`config.mk`:
```
export PLATFORM = sky130hd
export DESIGN_NAME = lcrd_top
export DESIGN_NICKNAME = d
export VERILOG_FILES = /design/src/logic/lcrd_pkg.sv /design/src/logic/lcrd_top.sv
export VERILOG_INCLUDE_DIRS = /design/src /design/src/logic
export SDC_FILE = /design/constraint.sdc
export NUM_CORES = 1
export LEC_CHECK = 0
export BUFFER_PORTS_ARGS = -buffer_cell sky130_fd_sc_hd__buf_2
export CAP_MARGIN = 20
export CORE_MARGIN = 3
export CORE_UTILIZATION = 60
export CTS_CLUSTER_DIAMETER = 120
export DETAILED_ROUTE_END_ITERATION = 7
export PLACE_DENSITY = 0.79
export SLEW_MARGIN = 20
export SYNTH_ARGS = -nofsm -noshare
export SYNTH_HDL_FRONTEND = slang
export SYNTH_SLANG_ARGS = --single-unit
```
`constraint.sdc`:
```
create_clock -name aclk -period 10.6 [get_ports aclk]
set_input_delay 0.53 -clock aclk [delete_from_list [all_inputs] [get_ports aclk]]
set_output_delay 0.53 -clock aclk [all_outputs]
set_load 0.01 [all_outputs]
```
`src/logic/lcrd_defines.svh`:
```
// Summary of operation
// RL1 - bias on, release node, wait 1000 us, then step level every 100 us until comparator low
// RL2 - stored reference level is the step found plus the reference margin
// RL3 - clamp sense node after its level is found; bias off after both channels
// RL4 - until calibrated, track lowest and highest pulse count on every measurement
// RL5 - countdown from 4; with enough spread, odd steps need low count, even steps high count
// RL6 - the recommended minimum spread setting is 3
// RL7 - turn tally stays unchanged until threshold calibration is finished
// RL8 - before trigger: bias on, release nodes, select comparator, apply level, wait stable plus 10 us
// RL9 - enable pulse counting, then pulse the channel trigger high for one cycle; the code sets both in the same cycle
// RL10 - after trigger wait 10 us, poll counter every 10 us until two equal readings
// RL11 - threshold is (lowest + highest) >> 1; channel one count above it sets bit 0x1
// RL12 - channel two sets phase bit 0x2; phase cleared before each sampling round
// RL13 - after each measurement drive sense and clamp nodes low until the next trigger
// RL14 - 00->01 decrement, 01->00 increment, 00<->11 or 01<->10 error, others nothing
// RL15 - transition table: one 16-bit word per previous phase, nibble chosen by new phase
// RL16 - decrement or increment turn tally, or increment fault tally, each raising an alert
// RL17 - each sample decides from previous and new phase, then stores new as previous
// RL18 - sampling round every sample_period_ticks 4 kHz ticks, default 40
`ifndef LCRD_DEFINES_SVH
`define LCRD_DEFINES_SVH

// ----------------------------------------------------------------
// timing
// ----------------------------------------------------------------
`define LCRD_CLK_HZ 20000000
`define LCRD_TICK_HZ 4000
`define LCRD_SETTLE_US 1000
`define LCRD_STEP_US 100
`define LCRD_GAP_US 10
`define LCRD_SETTLE_CYC ((`LCRD_SETTLE_US * (`LCRD_CLK_HZ / 1000000)))
`define LCRD_STEP_CYC ((`LCRD_STEP_US * (`LCRD_CLK_HZ / 1000000)))
`define LCRD_GAP_CYC ((`LCRD_GAP_US * (`LCRD_CLK_HZ / 1000000)))
`define LCRD_TICK_CYC ((`LCRD_CLK_HZ / `LCRD_TICK_HZ))

// ----------------------------------------------------------------
// register offsets
// ----------------------------------------------------------------
`define LCRD_OFS_CONTROL 8'h00
`define LCRD_OFS_MARGIN 8'h04
`define LCRD_OFS_PERIOD 8'h08
`define LCRD_OFS_STATUS 8'h0c
`define LCRD_OFS_MASK 8'h10
`define LCRD_OFS_TURN 8'h14
`define LCRD_OFS_FAULT 8'h18
`define LCRD_OFS_PHASE 8'h1c
`define LCRD_OFS_REF 8'h20
`define LCRD_OFS_MEAS 8'h24

// ----------------------------------------------------------------
// reset values and fields
// ----------------------------------------------------------------
`define LCRD_MARGIN_RST 8'h04
`define LCRD_SPREAD_RST 16'h0003
`define LCRD_PERIOD_RST 16'h0028
`define LCRD_COUNTDOWN_RST 3'h4
`define LCRD_ST_DOWN 0
`define LCRD_ST_UP 1
`define LCRD_ST_FAULT 2
`define LCRD_ST_CAL 3
`define LCRD_ACT_DOWN 4'h1
`define LCRD_ACT_UP 4'h2
`define LCRD_ACT_FAULT 4'h4
`define LCRD_TABLE_0 16'h4010
`define LCRD_TABLE_1 16'h0402
`define LCRD_TABLE_2 16'h0040
`define LCRD_TABLE_3 16'h0004
`define LCRD_RESP_OKAY 2'h0
`define LCRD_RESP_SLVERR 2'h2

`endif

```
`src/logic/lcrd_pkg.sv`:
```
package lcrd_pkg;

  // ----------------------------------------------------------------
  // sequencer states
  // ----------------------------------------------------------------
  typedef enum logic [3:0] {
    ST_IDLE = 4'h0,
    ST_RC_SETTLE = 4'h1,
    ST_RC_STEP = 4'h2,
    ST_WAIT = 4'h3,
    ST_PREP = 4'h4,
    ST_GAP = 4'h5,
    ST_TRIG = 4'h6,
    ST_POLL_FIRST = 4'h7,
    ST_POLL = 4'h8,
    ST_DECODE = 4'h9
  } lcrd_state_t;

  // ----------------------------------------------------------------
  // analogue front-end pins, all driven from one register
  // ----------------------------------------------------------------
  typedef struct packed {
    logic bias_power;
    logic [1:0] sense_release;
    logic [1:0] clamp_release;
    logic comp_select;
    logic [1:0] trigger;
    logic [7:0] reference_level;
  } lcrd_pins_t;

endpackage : lcrd_pkg

```
`src/logic/lcrd_top.sv`:
```
`timescale 1ns/1ns
`include "lcrd_defines.svh"

module lcrd_top #(
  parameter int SETTLE_CYCLES = `LCRD_SETTLE_CYC,
  parameter int TICK_CYCLES = `LCRD_TICK_CYC
) (
  input wire logic aclk,
  input wire logic aresetn,
  input wire logic [7:0] s_axi_awaddr,
  input wire logic s_axi_awvalid,
  output logic s_axi_awready,
  input wire logic [31:0] s_axi_wdata,
  input wire logic [3:0] s_axi_wstrb,
  input wire logic s_axi_wvalid,
  output logic s_axi_wready,
  output logic [1:0] s_axi_bresp,
  output logic s_axi_bvalid,
  input wire logic s_axi_bready,
  input wire logic [7:0] s_axi_araddr,
  input wire logic s_axi_arvalid,
  output logic s_axi_arready,
  output logic [31:0] s_axi_rdata,
  output logic [1:0] s_axi_rresp,
  output logic s_axi_rvalid,
  input wire logic s_axi_rready,
  input wire logic sense_comparator,
  input wire logic reference_stable,
  output lcrd_pkg::lcrd_pins_t pins,
  output logic irq
);

  // ----------------------------------------------------------------
  // declarations
  // ----------------------------------------------------------------
  localparam logic [15:0] STEP_CYC = 16'(`LCRD_STEP_CYC);
  localparam logic [15:0] GAP_CYC = 16'(`LCRD_GAP_CYC);
  localparam logic [15:0] SETTLE_C = 16'(SETTLE_CYCLES);
  localparam logic [15:0] TICK_C = 16'(TICK_CYCLES);

  lcrd_pkg::lcrd_state_t state_q;
  lcrd_pkg::lcrd_pins_t pins_q;
  logic [15:0] wait_q;
  logic ch_q;
  logic enable_q;
  logic [7:0] reference_margin_q;
  logic [15:0] spread_q;
  logic [15:0] sample_period_ticks_q;
  logic [3:0] status_q;
  logic [3:0] mask_q;
  logic irq_q;
  logic [15:0] turn_tally_q;
  logic [15:0] fault_tally_q;
  logic [1:0] disc_phase_q;
  logic [1:0] previous_phase_q;
  logic [7:0] channel_reference_level_q [2];
  logic [15:0] lowest_count_q [2];
  logic [15:0] highest_count_q [2];
  logic [2:0] calibration_countdown_q [2];
  logic [15:0] meas_q [2];
  logic [15:0] pulse_cnt_q;
  logic [15:0] prev_cnt_q;
  logic pcnt_en_q;
  logic comp_q;
  logic [15:0] presc_q;
  logic [15:0] tick_cnt_q;

  // ----------------------------------------------------------------
  // axi4-lite handshake bookkeeping
  // ----------------------------------------------------------------
  logic aw_have_q;
  logic w_have_q;
  logic [7:0] awaddr_q;
  logic [31:0] wdata_q;
  logic [3:0] wstrb_q;
  logic awready_q;
  logic wready_q;
  logic bvalid_q;
  logic [1:0] bresp_q;
  logic arready_q;
  logic rvalid_q;
  logic [31:0] rdata_q;
  logic [1:0] rresp_q;

  // address and data may arrive in either order; commit once both are held
  wire aw_take = s_axi_awvalid & awready_q;
  wire w_take = s_axi_wvalid & wready_q;
  wire wr_go = aw_have_q & w_have_q & ~bvalid_q;
  wire aw_have_d = (aw_have_q & ~wr_go) | aw_take;
  wire w_have_d = (w_have_q & ~wr_go) | w_take;
  wire bvalid_d = (bvalid_q & ~s_axi_bready) | wr_go;
  wire ar_take = s_axi_arvalid & arready_q;
  wire rvalid_d = (rvalid_q & ~s_axi_rready) | ar_take;
  wire [31:0] wmask = {{8{wstrb_q[3]}}, {8{wstrb_q[2]}}, {8{wstrb_q[1]}}, {8{wstrb_q[0]}}};
  wire [31:0] wbits = wdata_q & wmask;
  wire wr_ctrl = wr_go & (awaddr_q == `LCRD_OFS_CONTROL);
  wire wr_margin = wr_go & (awaddr_q == `LCRD_OFS_MARGIN);
  wire wr_period = wr_go & (awaddr_q == `LCRD_OFS_PERIOD);
  wire wr_status = wr_go & (awaddr_q == `LCRD_OFS_STATUS);
  wire wr_mask = wr_go & (awaddr_q == `LCRD_OFS_MASK);
  wire wr_hit = wr_ctrl | wr_margin | wr_period | wr_status | wr_mask;

  // read decode; unmapped offsets read zero with a slave error
  wire [7:0] ra = s_axi_araddr;
  wire rd_hit = (ra[1:0] == 2'h0) & (ra <= `LCRD_OFS_MEAS);
  wire [31:0] rd_word =
    (ra == `LCRD_OFS_CONTROL) ? {31'h0, enable_q} :
    (ra == `LCRD_OFS_MARGIN) ? {8'h0, spread_q, reference_margin_q} :
    (ra == `LCRD_OFS_PERIOD) ? {16'h0, sample_period_ticks_q} :
    (ra == `LCRD_OFS_STATUS) ? {28'h0, status_q} :
    (ra == `LCRD_OFS_MASK) ? {28'h0, mask_q} :
    (ra == `LCRD_OFS_TURN) ? {16'h0, turn_tally_q} :
    (ra == `LCRD_OFS_FAULT) ? {16'h0, fault_tally_q} :
    (ra == `LCRD_OFS_PHASE) ? {16'h0, 1'b0, calibration_countdown_q[1], 1'b0,
                               calibration_countdown_q[0], 4'h0, previous_phase_q,
                               disc_phase_q} :
    (ra == `LCRD_OFS_REF) ? {16'h0, channel_reference_level_q[1], channel_reference_level_q[0]} :
    (ra == `LCRD_OFS_MEAS) ? {meas_q[1], meas_q[0]} : 32'h0;

  always_ff @(posedge aclk)
  begin
    if (!aresetn)
    begin
      aw_have_q <= 1'b0;
      w_have_q <= 1'b0;
      awready_q <= 1'b0;
      wready_q <= 1'b0;
      bvalid_q <= 1'b0;
      bresp_q <= `LCRD_RESP_OKAY;
      awaddr_q <= 8'h00;
      wdata_q <= 32'h0;
      wstrb_q <= 4'h0;
    end
    else
    begin
      aw_have_q <= aw_have_d;
      w_have_q <= w_have_d;
      awready_q <= ~aw_have_d & ~bvalid_d;
      wready_q <= ~w_have_d & ~bvalid_d;
      bvalid_q <= bvalid_d;
      if (aw_take)
        awaddr_q <= s_axi_awaddr;
      if (w_take)
      begin
        wdata_q <= s_axi_wdata;
        wstrb_q <= s_axi_wstrb;
      end
      if (wr_go)
        bresp_q <= wr_hit ? `LCRD_RESP_OKAY : `LCRD_RESP_SLVERR;
    end
  end

  // read channel: one outstanding read, data latched at the address handshake
  always_ff @(posedge aclk)
  begin
    if (!aresetn)
    begin
      arready_q <= 1'b0;
      rvalid_q <= 1'b0;
      rdata_q <= 32'h0;
      rresp_q <= `LCRD_RESP_OKAY;
    end
    else
    begin
      arready_q <= ~rvalid_d;
      rvalid_q <= rvalid_d;
      if (ar_take)
      begin
        rdata_q <= rd_word;
        rresp_q <= rd_hit ? `LCRD_RESP_OKAY : `LCRD_RESP_SLVERR;
      end
    end
  end

  // ----------------------------------------------------------------
  // configuration registers
  // ----------------------------------------------------------------
  always_ff @(posedge aclk)
  begin
    if (!aresetn)
    begin
      enable_q <= 1'b0;
      reference_margin_q <= `LCRD_MARGIN_RST;
      spread_q <= `LCRD_SPREAD_RST; // RL6
      sample_period_ticks_q <= `LCRD_PERIOD_RST; // RL18
      mask_q <= 4'h0;
    end
    else
    begin
      if (wr_ctrl)
        enable_q <= (enable_q & ~wmask[0]) | wbits[0];
      if (wr_margin)
      begin
        reference_margin_q <= (reference_margin_q & ~wmask[7:0]) | wbits[7:0];
        spread_q <= (spread_q & ~wmask[23:8]) | wbits[23:8];
      end
      if (wr_period)
        sample_period_ticks_q <= (sample_period_ticks_q & ~wmask[15:0]) | wbits[15:0];
      if (wr_mask)
        mask_q <= (mask_q & ~wmask[3:0]) | wbits[3:0];
    end
  end

  // ----------------------------------------------------------------
  // measurement arithmetic for the active channel
  // ----------------------------------------------------------------
  wire [15:0] cur_lo = lowest_count_q[ch_q];
  wire [15:0] cur_hi = highest_count_q[ch_q];
  wire [2:0] cur_cd = calibration_countdown_q[ch_q];
  wire [16:0] thr_sum = {1'b0, cur_lo} + {1'b0, cur_hi};
  wire [15:0] threshold = thr_sum[16:1]; // RL11
  wire [15:0] meas = pulse_cnt_q;
  wire [15:0] new_lo = (meas < cur_lo) ? meas : cur_lo; // RL4
  wire [15:0] new_hi = (meas > cur_hi) ? meas : cur_hi; // RL4
  wire [16:0] mid_sum = {1'b0, new_lo} + {1'b0, new_hi};
  wire [15:0] mid = mid_sum[16:1];
  wire [15:0] half = {1'b0, spread_q[15:1]};
  wire spread_ok = (16'(new_hi - new_lo) >= spread_q);
  // odd countdown asks for a low reading, even for a high one
  wire cd_hit = spread_ok & (cur_cd[0] ? (meas < 16'(mid - half)) : (meas > 16'(mid + half))); // RL5
  wire poll_done = (state_q == lcrd_pkg::ST_POLL) & (wait_q == 16'h0) & (pulse_cnt_q == prev_cnt_q); // RL10
  wire cal_done = (calibration_countdown_q[0] == 3'h0) & (calibration_countdown_q[1] == 3'h0);

  // per-channel calibration storage
  genvar g;
  for (g = 0; g < 2; g++)
  begin : g_chan
    wire sel = (ch_q == 1'(g));
    always_ff @(posedge aclk)
    begin
      if (!aresetn)
      begin
        lowest_count_q[g] <= 16'hffff;
        highest_count_q[g] <= 16'h0000;
        calibration_countdown_q[g] <= `LCRD_COUNTDOWN_RST; // RL5
        meas_q[g] <= 16'h0;
      end
      else if (poll_done & sel)
      begin
        meas_q[g] <= meas;
        if (calibration_countdown_q[g] != 3'h0)
        begin
          lowest_count_q[g] <= new_lo; // RL4
          highest_count_q[g] <= new_hi; // RL4
          if (cd_hit)
            calibration_countdown_q[g] <= calibration_countdown_q[g] - 3'h1; // RL5
        end
      end
    end
  end

  // ----------------------------------------------------------------
  // transition decode
  // ----------------------------------------------------------------
  wire [15:0] table_word =
    (previous_phase_q == 2'h0) ? `LCRD_TABLE_0 :
    (previous_phase_q == 2'h1) ? `LCRD_TABLE_1 :
    (previous_phase_q == 2'h2) ? `LCRD_TABLE_2 : `LCRD_TABLE_3; // RL15
  wire [15:0] table_shift = table_word >> {disc_phase_q, 2'b00};
  wire [3:0] step_verdict = table_shift[3:0]; // RL14 RL15
  wire decoding = (state_q == lcrd_pkg::ST_DECODE);
  wire act_down = decoding & (step_verdict == `LCRD_ACT_DOWN);
  wire act_up = decoding & (step_verdict == `LCRD_ACT_UP);
  wire act_fault = decoding & (step_verdict == `LCRD_ACT_FAULT);
  wire [3:0] status_set = {decoding & cal_done, act_fault, act_up, act_down};
  wire [3:0] status_clr = wr_status ? wbits[3:0] : 4'h0;
  wire [3:0] status_d = (status_q & ~status_clr) | status_set; // a new event beats the clear

  // tallies, phase history and alert status
  always_ff @(posedge aclk)
  begin
    if (!aresetn)
    begin
      turn_tally_q <= 16'h0;
      fault_tally_q <= 16'h0;
      previous_phase_q <= 2'h0;
      status_q <= 4'h0;
      irq_q <= 1'b0;
    end
    else
    begin
      status_q <= status_d; // RL16
      irq_q <= |(status_d & mask_q);
      if (decoding)
        previous_phase_q <= disc_phase_q; // RL17
      if (act_down & cal_done)
        turn_tally_q <= turn_tally_q - 16'h1; // RL7 RL16
      else if (act_up & cal_done)
        turn_tally_q <= turn_tally_q + 16'h1; // RL7 RL16
      if (act_fault)
        fault_tally_q <= fault_tally_q + 16'h1; // RL16
    end
  end

  // ----------------------------------------------------------------
  // sample pacing and pulse counter
  // ----------------------------------------------------------------
  wire tick = (presc_q == 16'h0);
  wire round_go = (state_q == lcrd_pkg::ST_WAIT) & (tick_cnt_q >= sample_period_ticks_q); // RL18

  // comparator is synchronous, so its previous value serves as the edge reference
  always_ff @(posedge aclk)
  begin
    if (!aresetn)
    begin
      presc_q <= 16'h0;
      tick_cnt_q <= 16'h0;
      comp_q <= 1'b0;
      pulse_cnt_q <= 16'h0;
    end
    else
    begin
      presc_q <= tick ? 16'(TICK_C - 16'h1) : 16'(presc_q - 16'h1);
      if (round_go)
        tick_cnt_q <= 16'h0;
      else if (tick & (tick_cnt_q != 16'hffff))
        tick_cnt_q <= tick_cnt_q + 16'h1;
      comp_q <= sense_comparator;
      if (!pcnt_en_q)
        pulse_cnt_q <= 16'h0;
      else if (sense_comparator & ~comp_q)
        pulse_cnt_q <= pulse_cnt_q + 16'h1; // RL9
    end
  end

  // ----------------------------------------------------------------
  // sequencer
  // ----------------------------------------------------------------
  wire wait_end = (wait_q == 16'h0);

  // one shared down-counter times the settle, step, gap and poll delays; the level step also saturates
  always_ff @(posedge aclk)
  begin
    if (!aresetn)
    begin
      state_q <= lcrd_pkg::ST_IDLE;
      pins_q <= '0;
      wait_q <= 16'h0;
      ch_q <= 1'b0;
      pcnt_en_q <= 1'b0;
      prev_cnt_q <= 16'h0;
      disc_phase_q <= 2'h0;
      channel_reference_level_q[0] <= 8'h0;
      channel_reference_level_q[1] <= 8'h0;
    end
    else
    begin
      if (!wait_end)
        wait_q <= wait_q - 16'h1;
      case (state_q)
        lcrd_pkg::ST_IDLE:
        begin
          if (enable_q)
          begin
            pins_q.bias_power <= 1'b1; // RL1
            pins_q.sense_release <= 2'b01; // RL1
            pins_q.comp_select <= 1'b0;
            pins_q.reference_level <= 8'h0;
            ch_q <= 1'b0;
            wait_q <= 16'(SETTLE_C - 16'h1); // RL1
            state_q <= lcrd_pkg::ST_RC_SETTLE;
          end
        end
        lcrd_pkg::ST_RC_SETTLE:
        begin
          if (wait_end)
          begin
            pins_q.reference_level <= pins_q.reference_level + 8'h1; // RL1
            wait_q <= 16'(STEP_CYC - 16'h1); // RL1
            state_q <= lcrd_pkg::ST_RC_STEP;
          end
        end
        lcrd_pkg::ST_RC_STEP:
        begin
          if (wait_end & (~sense_comparator | (pins_q.reference_level == 8'hff)))
          begin
            channel_reference_level_q[ch_q] <= pins_q.reference_level + reference_margin_q; // RL2
            pins_q.sense_release[ch_q] <= 1'b0; // RL3
            if (ch_q)
            begin
              pins_q.bias_power <= 1'b0; // RL3
              pins_q.reference_level <= 8'h0;
              state_q <= lcrd_pkg::ST_WAIT;
            end
            else
            begin
              ch_q <= 1'b1;
              pins_q.sense_release[1] <= 1'b1;
              pins_q.comp_select <= 1'b1;
              pins_q.reference_level <= 8'h0;
              wait_q <= 16'(SETTLE_C - 16'h1); // RL1
              state_q <= lcrd_pkg::ST_RC_SETTLE;
            end
          end
          else if (wait_end)
          begin
            pins_q.reference_level <= pins_q.reference_level + 8'h1; // RL1
            wait_q <= 16'(STEP_CYC - 16'h1);
          end
        end
        lcrd_pkg::ST_WAIT:
        begin
          if (round_go)
          begin
            disc_phase_q <= 2'h0; // RL12
            ch_q <= 1'b0;
            pins_q.bias_power <= 1'b1; // RL8
            pins_q.clamp_release <= 2'b01; // RL8
            pins_q.sense_release <= 2'b01; // RL8
            pins_q.comp_select <= 1'b0; // RL8
            pins_q.reference_level <= channel_reference_level_q[0]; // RL8
            state_q <= lcrd_pkg::ST_PREP;
          end
        end
        lcrd_pkg::ST_PREP:
        begin
          if (reference_stable)
          begin
            wait_q <= 16'(GAP_CYC - 16'h1); // RL8
            state_q <= lcrd_pkg::ST_GAP;
          end
        end
        lcrd_pkg::ST_GAP:
        begin
          if (wait_end)
          begin
            pcnt_en_q <= 1'b1; // RL9
            pins_q.trigger[ch_q] <= 1'b1; // RL9
            state_q <= lcrd_pkg::ST_TRIG;
          end
        end
        lcrd_pkg::ST_TRIG:
        begin
          pins_q.trigger <= 2'b00; // RL9
          wait_q <= 16'(GAP_CYC - 16'h1); // RL10
          state_q <= lcrd_pkg::ST_POLL_FIRST;
        end
        lcrd_pkg::ST_POLL_FIRST:
        begin
          if (wait_end)
          begin
            prev_cnt_q <= 16'h0;
            wait_q <= 16'(GAP_CYC - 16'h1); // RL10
            state_q <= lcrd_pkg::ST_POLL;
          end
        end
        lcrd_pkg::ST_POLL:
        begin
          if (poll_done)
          begin
            pcnt_en_q <= 1'b0;
            if (meas > threshold)
              disc_phase_q[ch_q] <= 1'b1; // RL11 RL12
            pins_q.sense_release <= 2'b00; // RL13
            pins_q.clamp_release <= 2'b00; // RL13
            if (ch_q)
              state_q <= lcrd_pkg::ST_DECODE;
            else
            begin
              ch_q <= 1'b1;
              pins_q.clamp_release <= 2'b10; // RL8
              pins_q.sense_release <= 2'b10; // RL8
              pins_q.comp_select <= 1'b1; // RL8
              pins_q.reference_level <= channel_reference_level_q[1]; // RL8
              state_q <= lcrd_pkg::ST_PREP;
            end
          end
          else if (wait_end)
          begin
            prev_cnt_q <= pulse_cnt_q; // RL10
            wait_q <= 16'(GAP_CYC - 16'h1);
          end
        end
        lcrd_pkg::ST_DECODE:
        begin
          pins_q.bias_power <= 1'b0;
          state_q <= lcrd_pkg::ST_WAIT; // RL17
        end
        default:
        begin
          state_q <= lcrd_pkg::ST_IDLE;
        end
      endcase
    end
  end

  // ----------------------------------------------------------------
  // outputs
  // ----------------------------------------------------------------
  assign pins = pins_q;
  assign irq = irq_q;
  assign s_axi_awready = awready_q;
  assign s_axi_wready = wready_q;
  assign s_axi_bvalid = bvalid_q;
  assign s_axi_bresp = bresp_q;
  assign s_axi_arready = arready_q;
  assign s_axi_rvalid = rvalid_q;
  assign s_axi_rdata = rdata_q;
  assign s_axi_rresp = rresp_q;

endmodule : lcrd_top

```
==> results of run 1 <==
[cell families after synthesis]
family / synth area share [%]
DFF: 36.1
AOI/OAI and AO/OA: 17.2
muxes: 4.42
buffers and inverters: 4.86
xor gates and xnor gates: 5.78
other: 0.0153
and+or+nand+nor: 19.8
adders and majority gates: 11.8
[power groups by stage]
stage / combinational, W / sequential [W] / clock, W
after global routing: 0.00123 / 0.00170 / 0.00156
after global placement: 0.00103 / 0.00171 / 0
after detailed placement: 0.00107 / 0.00172 / 0
final: 0.00110 / 0.00169 / 0.00149
after CTS: 0.00109 / 0.00169 / 0.00150
after floorplan: 0.000852 / 0.00169 / 0
[placed cells by master (no fill, tap or decap), types with 95 or more instances in the layout]
| master | Yosys | layout |
|---|---|---|
| nor2_1 | 325 | 323 |
| buf_2 | 2 | 107 |
| edfxtp_1 | 118 | 118 |
| o21ai_0 | 98 | 96 |
| dfxtp_1 | 266 | 265 |
| nand2_1 | 275 | 275 |
| nand3_1 | 95 | 95 |
| a21oi_1 | 217 | 217 |
| inv_1 | 169 | 168 |
| ha_1 | 220 | 220 |
[layout make-up]
cell class                 instances  share of cell area (%)
clock buffer                      51                    4.10
clock inverter                    25                    1.11
inverter                         171                    2.40
multi-input combinational       2184                    53.9
sequential                       384                    32.9
tap                              525                    2.44
timing repair buffer             149                    3.16
[tightest hold or removal path: cells and delay by family]
kind	cells	cell delay, ns
AO/OA/AOI/OAI	1	0.05
AND/OR/NAND/NOR	1	0.04
buffers and inverters	1	0.10
[worst max-delay path by stage]
stage / end / cells after the start
after detailed placement: calibration_countdown_q[0][2]$_SDFFCE_PN1P_ / 37
after CTS: calibration_countdown_q[0][0]$_SDFFCE_PN0P_ / 37
final: calibration_countdown_q[0][0]$_SDFFCE_PN0P_ / 37
after floorplan: calibration_countdown_q[0][2]$_SDFFCE_PN1P_ / 39
after global routing: calibration_countdown_q[0][1]$_SDFFCE_PN0P_ / 36
after global placement: calibration_countdown_q[0][1]$_SDFFCE_PN0P_ / 37
[stage by stage]
step / power, W / worst slack (ns) / utilization [%] / std cells / hold slack (ns)
2_1_floorplan: 0.00254 / 1.91 / - / 2883 / 0.429
6_report: 0.00428 / 0.961 / 67.2 / 3489 / 0.183
4_1_cts: 0.00427 / 1.05 / 67.2 / 3489 / 0.159
3_3_place_gp: 0.00275 / 1.30 / 63.7 / 3413 / 0.442
3_5_place_dp: 0.00279 / 1.13 / 63.7 / 3413 / 0.443
5_1_grt: 0.00449 / 0.140 / 67.2 / 3489 / 0.173
[per-layer routing]
metal	global-route usage [%]	routed length (um)	part of all wire, %
met3	4.15	6280	9.0
met4	12.0	2680	3.8
met5	0	11	0.016
met2	48.6	31000	45
met1	44.0	29600	42
==> results.ini, run 1 <==
[synth]
synth_enable_flop_cells=118
synth_top_cell_by_area=dfxtp_1
synthArstFlopShare_pct=0
yosysWarnings=0
yosysSeqAreaShare_pct=36.1
synth_cells=2882
yosysMostFrequentCell=nor2_1
synth_area_leaders=dfxtp_1 22%, edfxtp_1 14%, ha_1 11%, nor2_1 5.0%, a21oi_1 4.4%
ys.flop_type=dfxtp_1
synth_top_area_share_pct=21.7
syn_avg_cell_area_um2=8.52
ys_ff_latch=384
synth.distinct_cells=76
ys_top_cells_by_count=325 x nor2_1, 275 x nand2_1, 266 x dfxtp_1
syn_area_um2=24600

[worst_setup_path]
setup.worst_path.start_class=register
cp_data_required_time_ns=10.81
timing_worst_setup_path_type=reg2reg
critical_path.max_fanout=19
max_stage_delay_ns=0.84
critical_path.reg2reg.endpoint=calibration_countdown_q[0][0]$_SDFFCE_PN0P_
critPathArrivalTime_ns=9.85
critical-path-slowest-cell=o31a_1
rr_worst_depth=37
cp_common_cell=a21oi_1
end_kind=register
critPathBufInv=3
cp_top_family=compound AO/OA/AOI/OAI gates
reg2reg_slack_ns=0.96

[power]
power.density_nw_per_um2=159
clkPwrFrac_pct=34.8
power_frac_comb_pct=25.8
p_sw_w=0.00139
netSwitchingFraction_pct=32.3
p_leak_nw=11.1
p_int_w=0.00290
vdd_drop_max_mv=0.178
power_frac_seq_pct=39.4

[global_routing]
antenna_found_initial=1
grt_pass1_wl_um=111000
grt_pass1_vias=21100
grt.overflow.total=0
grt_usage_pct=31.1
grt_max_degree=118

[route]
drt-total-wl_um=69600
dr_total_vias=21900
vias_per_cell=6.29
antenna_left=0
first_pass_iters=8
wl_per_cell_um=19.9
drc=0
drt-initial-drc-count=2389

[floorplanning]
ioPinCount=119
dieArea_um2=43400
die-height_um=208
start_util_pct=61.2
die_w_um=208
core_area_um2=40100
rows=73

[finish]
final_nets=3219
stdcell_area_um2=27000
ff_latch_area_um2=8870
multi_input_area_um2=14500
antenna_cells=0
fillers=3168
area_delta_synth_final_pct=9.81
final_layout_size_suffix_gt1_share_pct=9.45

[min_path]
worstHoldPathCells=3
hold_path.class=in2reg
hp-start=s_axi_wdata[6]
hold-path-endpoint=wdata_q[6]$_SDFFE_PN0P_

[cts]
cts_tree=done
cts_setup_buffers=0
ctsHoldBuffers=0
clock_latency_ns=0.58
cts_resized=0
cts.sinks=384
root_buffer=clkbuf_16
numCtsBuffers=41
htreeDepth=2
clkTransAtPathRegs_ns=0.06
cts_buffer_depth=3

[sta]
drv_slew=0
min_period_over_period_pct=90.9
hold_viol=0
worst_pin_slew_ns=1.07
tns_ns=0
skew_ns=0.0176
setup_viol_count_final=0
fmax_ghz=0.104
period_minus_slack_ns=9.64
rsz0062_at_grt=false
slew_headroom_pct=28.7

[placement]
gp_congestion=0.943
io_buffers=107
dpl-instance-area_um2=25500
dp_hpwl_um=50800

[run_status]
status=finished clean

[job]
max_cap_violations=0

Note: power is estimated with default switching activity, not from simulation.
==> run 2: changes to the inputs <==
--- a/config.mk
+++ b/config.mk
@@ -8,10 +8,11 @@
 export LEC_CHECK = 0
 export BUFFER_PORTS_ARGS = -buffer_cell sky130_fd_sc_hd__buf_2
 export CAP_MARGIN = 20
-export CORE_MARGIN = 3
+export CORE_MARGIN = 4
 export CORE_UTILIZATION = 60
 export CTS_CLUSTER_DIAMETER = 120
 export DETAILED_ROUTE_END_ITERATION = 7
+export GPL_TIMING_DRIVEN = 0
 export PLACE_DENSITY = 0.79
 export SLEW_MARGIN = 20
 export SYNTH_ARGS = -nofsm -noshare
==> run 2 against run 1 <==
Compared with the run above: core utilization is 0.57 points higher; register-to-register slack worse by 0.14 ns; total power hardly changed; highest routed layer is now met4; sequential share of layout area is 0.28 points lower; sequential power hardly changed; clock skew is 0.0015 ns higher; via count is 4.1% higher; count of clock-buffer cells in the layout is 8 higher; largest power group unchanged; final area is 0.84% higher; die area is 1.9% higher; combinational power is 5% higher; non-clock buffer count is 99 higher.
==> results.ini, run 2 (synthesized netlist as in run 1, its figures left out) <==
[sta]
worst_pin_slew_ns=1.16  ; was 1.07 ns
slew_headroom_pct=22.4  ; was 28.7%
fmax_ghz=0.102  ; was 0.104 GHz
hold_viol=0  ; unchanged
drv_slew=0  ; unchanged
tns_ns=0  ; unchanged
period_minus_slack_ns=9.78  ; was 9.64 ns
min_period_over_period_pct=92.3  ; was 90.9%
setup_viol_count_final=0  ; unchanged
skew_ns=0.0191  ; was 0.0176 ns
rsz0062_at_grt=false  ; unchanged

[worst_setup_path]
reg2reg_slack_ns=0.82  ; was 0.96 ns
setup.worst_path.start_class=register  ; unchanged
critPathArrivalTime_ns=10.08  ; was 9.85 ns
rr_worst_depth=38  ; was 37
critical-path-slowest-cell=or4_1  ; was o31a_1
cp_data_required_time_ns=10.90  ; was 10.81 ns
critical_path.reg2reg.endpoint=calibration_countdown_q[1][2]$_SDFFCE_PN1P_  ; was calibration_countdown_q[0][0]$_SDFFCE_PN0P_
end_kind=register  ; unchanged
max_stage_delay_ns=0.56  ; was 0.84 ns
critical_path.max_fanout=10  ; was 19
timing_worst_setup_path_type=reg2reg  ; unchanged

[global_routing]
antenna_found_initial=2  ; was 1
grt_pass1_vias=21500  ; was 21,100
grt_busiest_layer=met2  ; unchanged
grt_pass1_wl_um=120000  ; was 111,000 um
grt_max_degree=33  ; was 118
grt_use_met2_pct=52.0  ; was 48.6%
grt_usage_pct=34.4  ; was 31.1%
grt_util_met1_pct=48.8  ; was 44.0%
global_route.usage.met3_pct=6.21  ; was 4.15%
grt.overflow.total=0  ; unchanged

[cts]
cts_resized=2  ; was 0
root_buffer=clkbuf_16  ; unchanged
clock_latency_ns=0.58  ; about the same
cts_buffer_depth=3  ; unchanged
cts_setup_buffers=0  ; unchanged
clkTransAtPathRegs_ns=0.06  ; about the same
htreeDepth=2  ; unchanged
numCtsBuffers=41  ; unchanged
ctsHoldBuffers=0  ; unchanged
cts_tree=done  ; unchanged
cts.sinks=384  ; unchanged

[route]
wl_per_cell_um=21.9  ; was 19.9 um
first_pass_iters=7  ; was 8
dr_total_vias=22800  ; was 21,900
drt-initial-drc-count=2722  ; was 2,389
vias_per_cell=6.36  ; was 6.29
drc=0  ; unchanged
drt-total-wl_um=78700  ; was 69,600 um
antenna_left=0  ; unchanged

[min_path]
hold_path.class=in2reg  ; unchanged
hp-start=s_axi_awaddr[0]  ; was s_axi_wdata[6]
worstHoldPathCells=3  ; unchanged
hold-path-endpoint=awaddr_q[0]$_SDFFE_PN0P_  ; was wdata_q[6]$_SDFFE_PN0P_

[finish]
area_delta_synth_final_pct=10.7  ; was 9.81%
mostFrequentLayoutCells=325 x nor2_1, 273 x nand2_1, 266 x dfxtp_1  ; was 323 x nor2_1, 275 x nand2_1, 265 x dfxtp_1
final_layout_size_suffix_gt1_share_pct=8.19  ; was 9.45%
final_cell_count_no_fill=3590  ; was 3,489
final_nets=3318  ; was 3,219
fillers=3315  ; was 3,168
mostFrequentLayoutCell=nor2_1  ; unchanged

[power]
p_leak_nw=11.1  ; about the same
power.density_nw_per_um2=158  ; was 159 nW/um2
power_w=0.00428  ; about the same
vdd_drop_max_mv=0.205  ; was 0.178 mV

[run_status]
status=finished clean  ; unchanged

[floorplanning]
die_w_um=210  ; was 208 um
die-height_um=210  ; was 208 um
start_util_pct=61.2  ; unchanged
ioPinCount=119  ; unchanged
rows=73  ; unchanged
core_area_um2=40100  ; unchanged
dieArea_um2=44200  ; was 43,400 um2

[placement]
dp_cells=3513  ; was 3,413
dp_hpwl_um=60400  ; was 50,800 um
gp_congestion=1.15  ; was 0.943
io_buffers=104  ; was 107

[job]
max_cap_violations=0  ; unchanged

==> run 2: cell types whose count changed in the layout (fill, tap and decap cells not counted), sizes merged <==
cell	before	now
buf	149	122
diode	0	2
bufinv	4	1
clkinvlp	5	1
clkbuf	51	185
clkinv	14	13
==> run 2: metal layers <==
layer  up-vias  wire, um
met5         -         0
met4         0      3740
met3       227      8320
met2      1190     33600
met1     10900     33100
li1      10600         -
==> run 2: final cells by class <==
cell class	count	area, um2	area share, %
multi-input cells	2184	14600	53.7
flip-flops and latches	384	8870	32.6
clock buffers	59	1200	4.40
well taps	525	657	2.42
inverters	171	642	2.36
plain buffers	143	554	2.04
repair buffers	105	528	1.94
clock inverters	17	149	0.548
diodes	2	5.00	0.0184
==> run 2: worst max path at each step <==
stage | start | end | slack, ns | cells past startpoint
6_report | register | calibration_countdown_q[1][2]$_SDFFCE_PN1P_ | 0.82 | 38
4_1_cts | register | calibration_countdown_q[0][2]$_SDFFCE_PN1P_ | 0.20 | 40
3_3_place_gp | register | calibration_countdown_q[0][0]$_SDFFCE_PN0P_ | -0.13 | 39
5_1_grt | register | calibration_countdown_q[1][2]$_SDFFCE_PN1P_ | 0.06 | 39
2_1_floorplan | register | calibration_countdown_q[0][2]$_SDFFCE_PN1P_ | 1.91 | 39
3_5_place_dp | register | calibration_countdown_q[0][0]$_SDFFCE_PN0P_ | -0.20 | 40
==> run 2: critical path, delay by kind of cell, from the launching register on <==
family	cells	cell delay, ns
buffers and inverters	6	1.58
DFF	1	0.31
muxes	2	0.81
adders and majority gates	4	1.30
AOI/OAI and AO/OA	16	3.64
xor gates and xnor gates	2	0.29
and+or+nand+nor	8	1.57
==> run 2: report_power, final <==
part	internal (W)	switching, W
logic	0.000456	0.000703
registers	0.00160	0.0000733
clock network	0.000820	0.000633
total	0.00287	0.00141
==> run 2: metrics by stage <==
| stage | hold slack, ns | instance area [um2] | setup WS, ns | util [%] |
|---|---|---|---|---|
| after detailed placement | 0.447 | 25800 | -0.201 | 64.3 |
| after global placement | 0.442 | 25700 | -0.131 | 64.2 |
| final | 0.198 | 27200 | 0.820 | 67.8 |
| after CTS | 0.174 | 27100 | 0.200 | 67.7 |
| after global routing | 0.202 | 27200 | 0.0551 | 67.8 |
| after floorplan | 0.429 | 24600 | 1.91 | - |
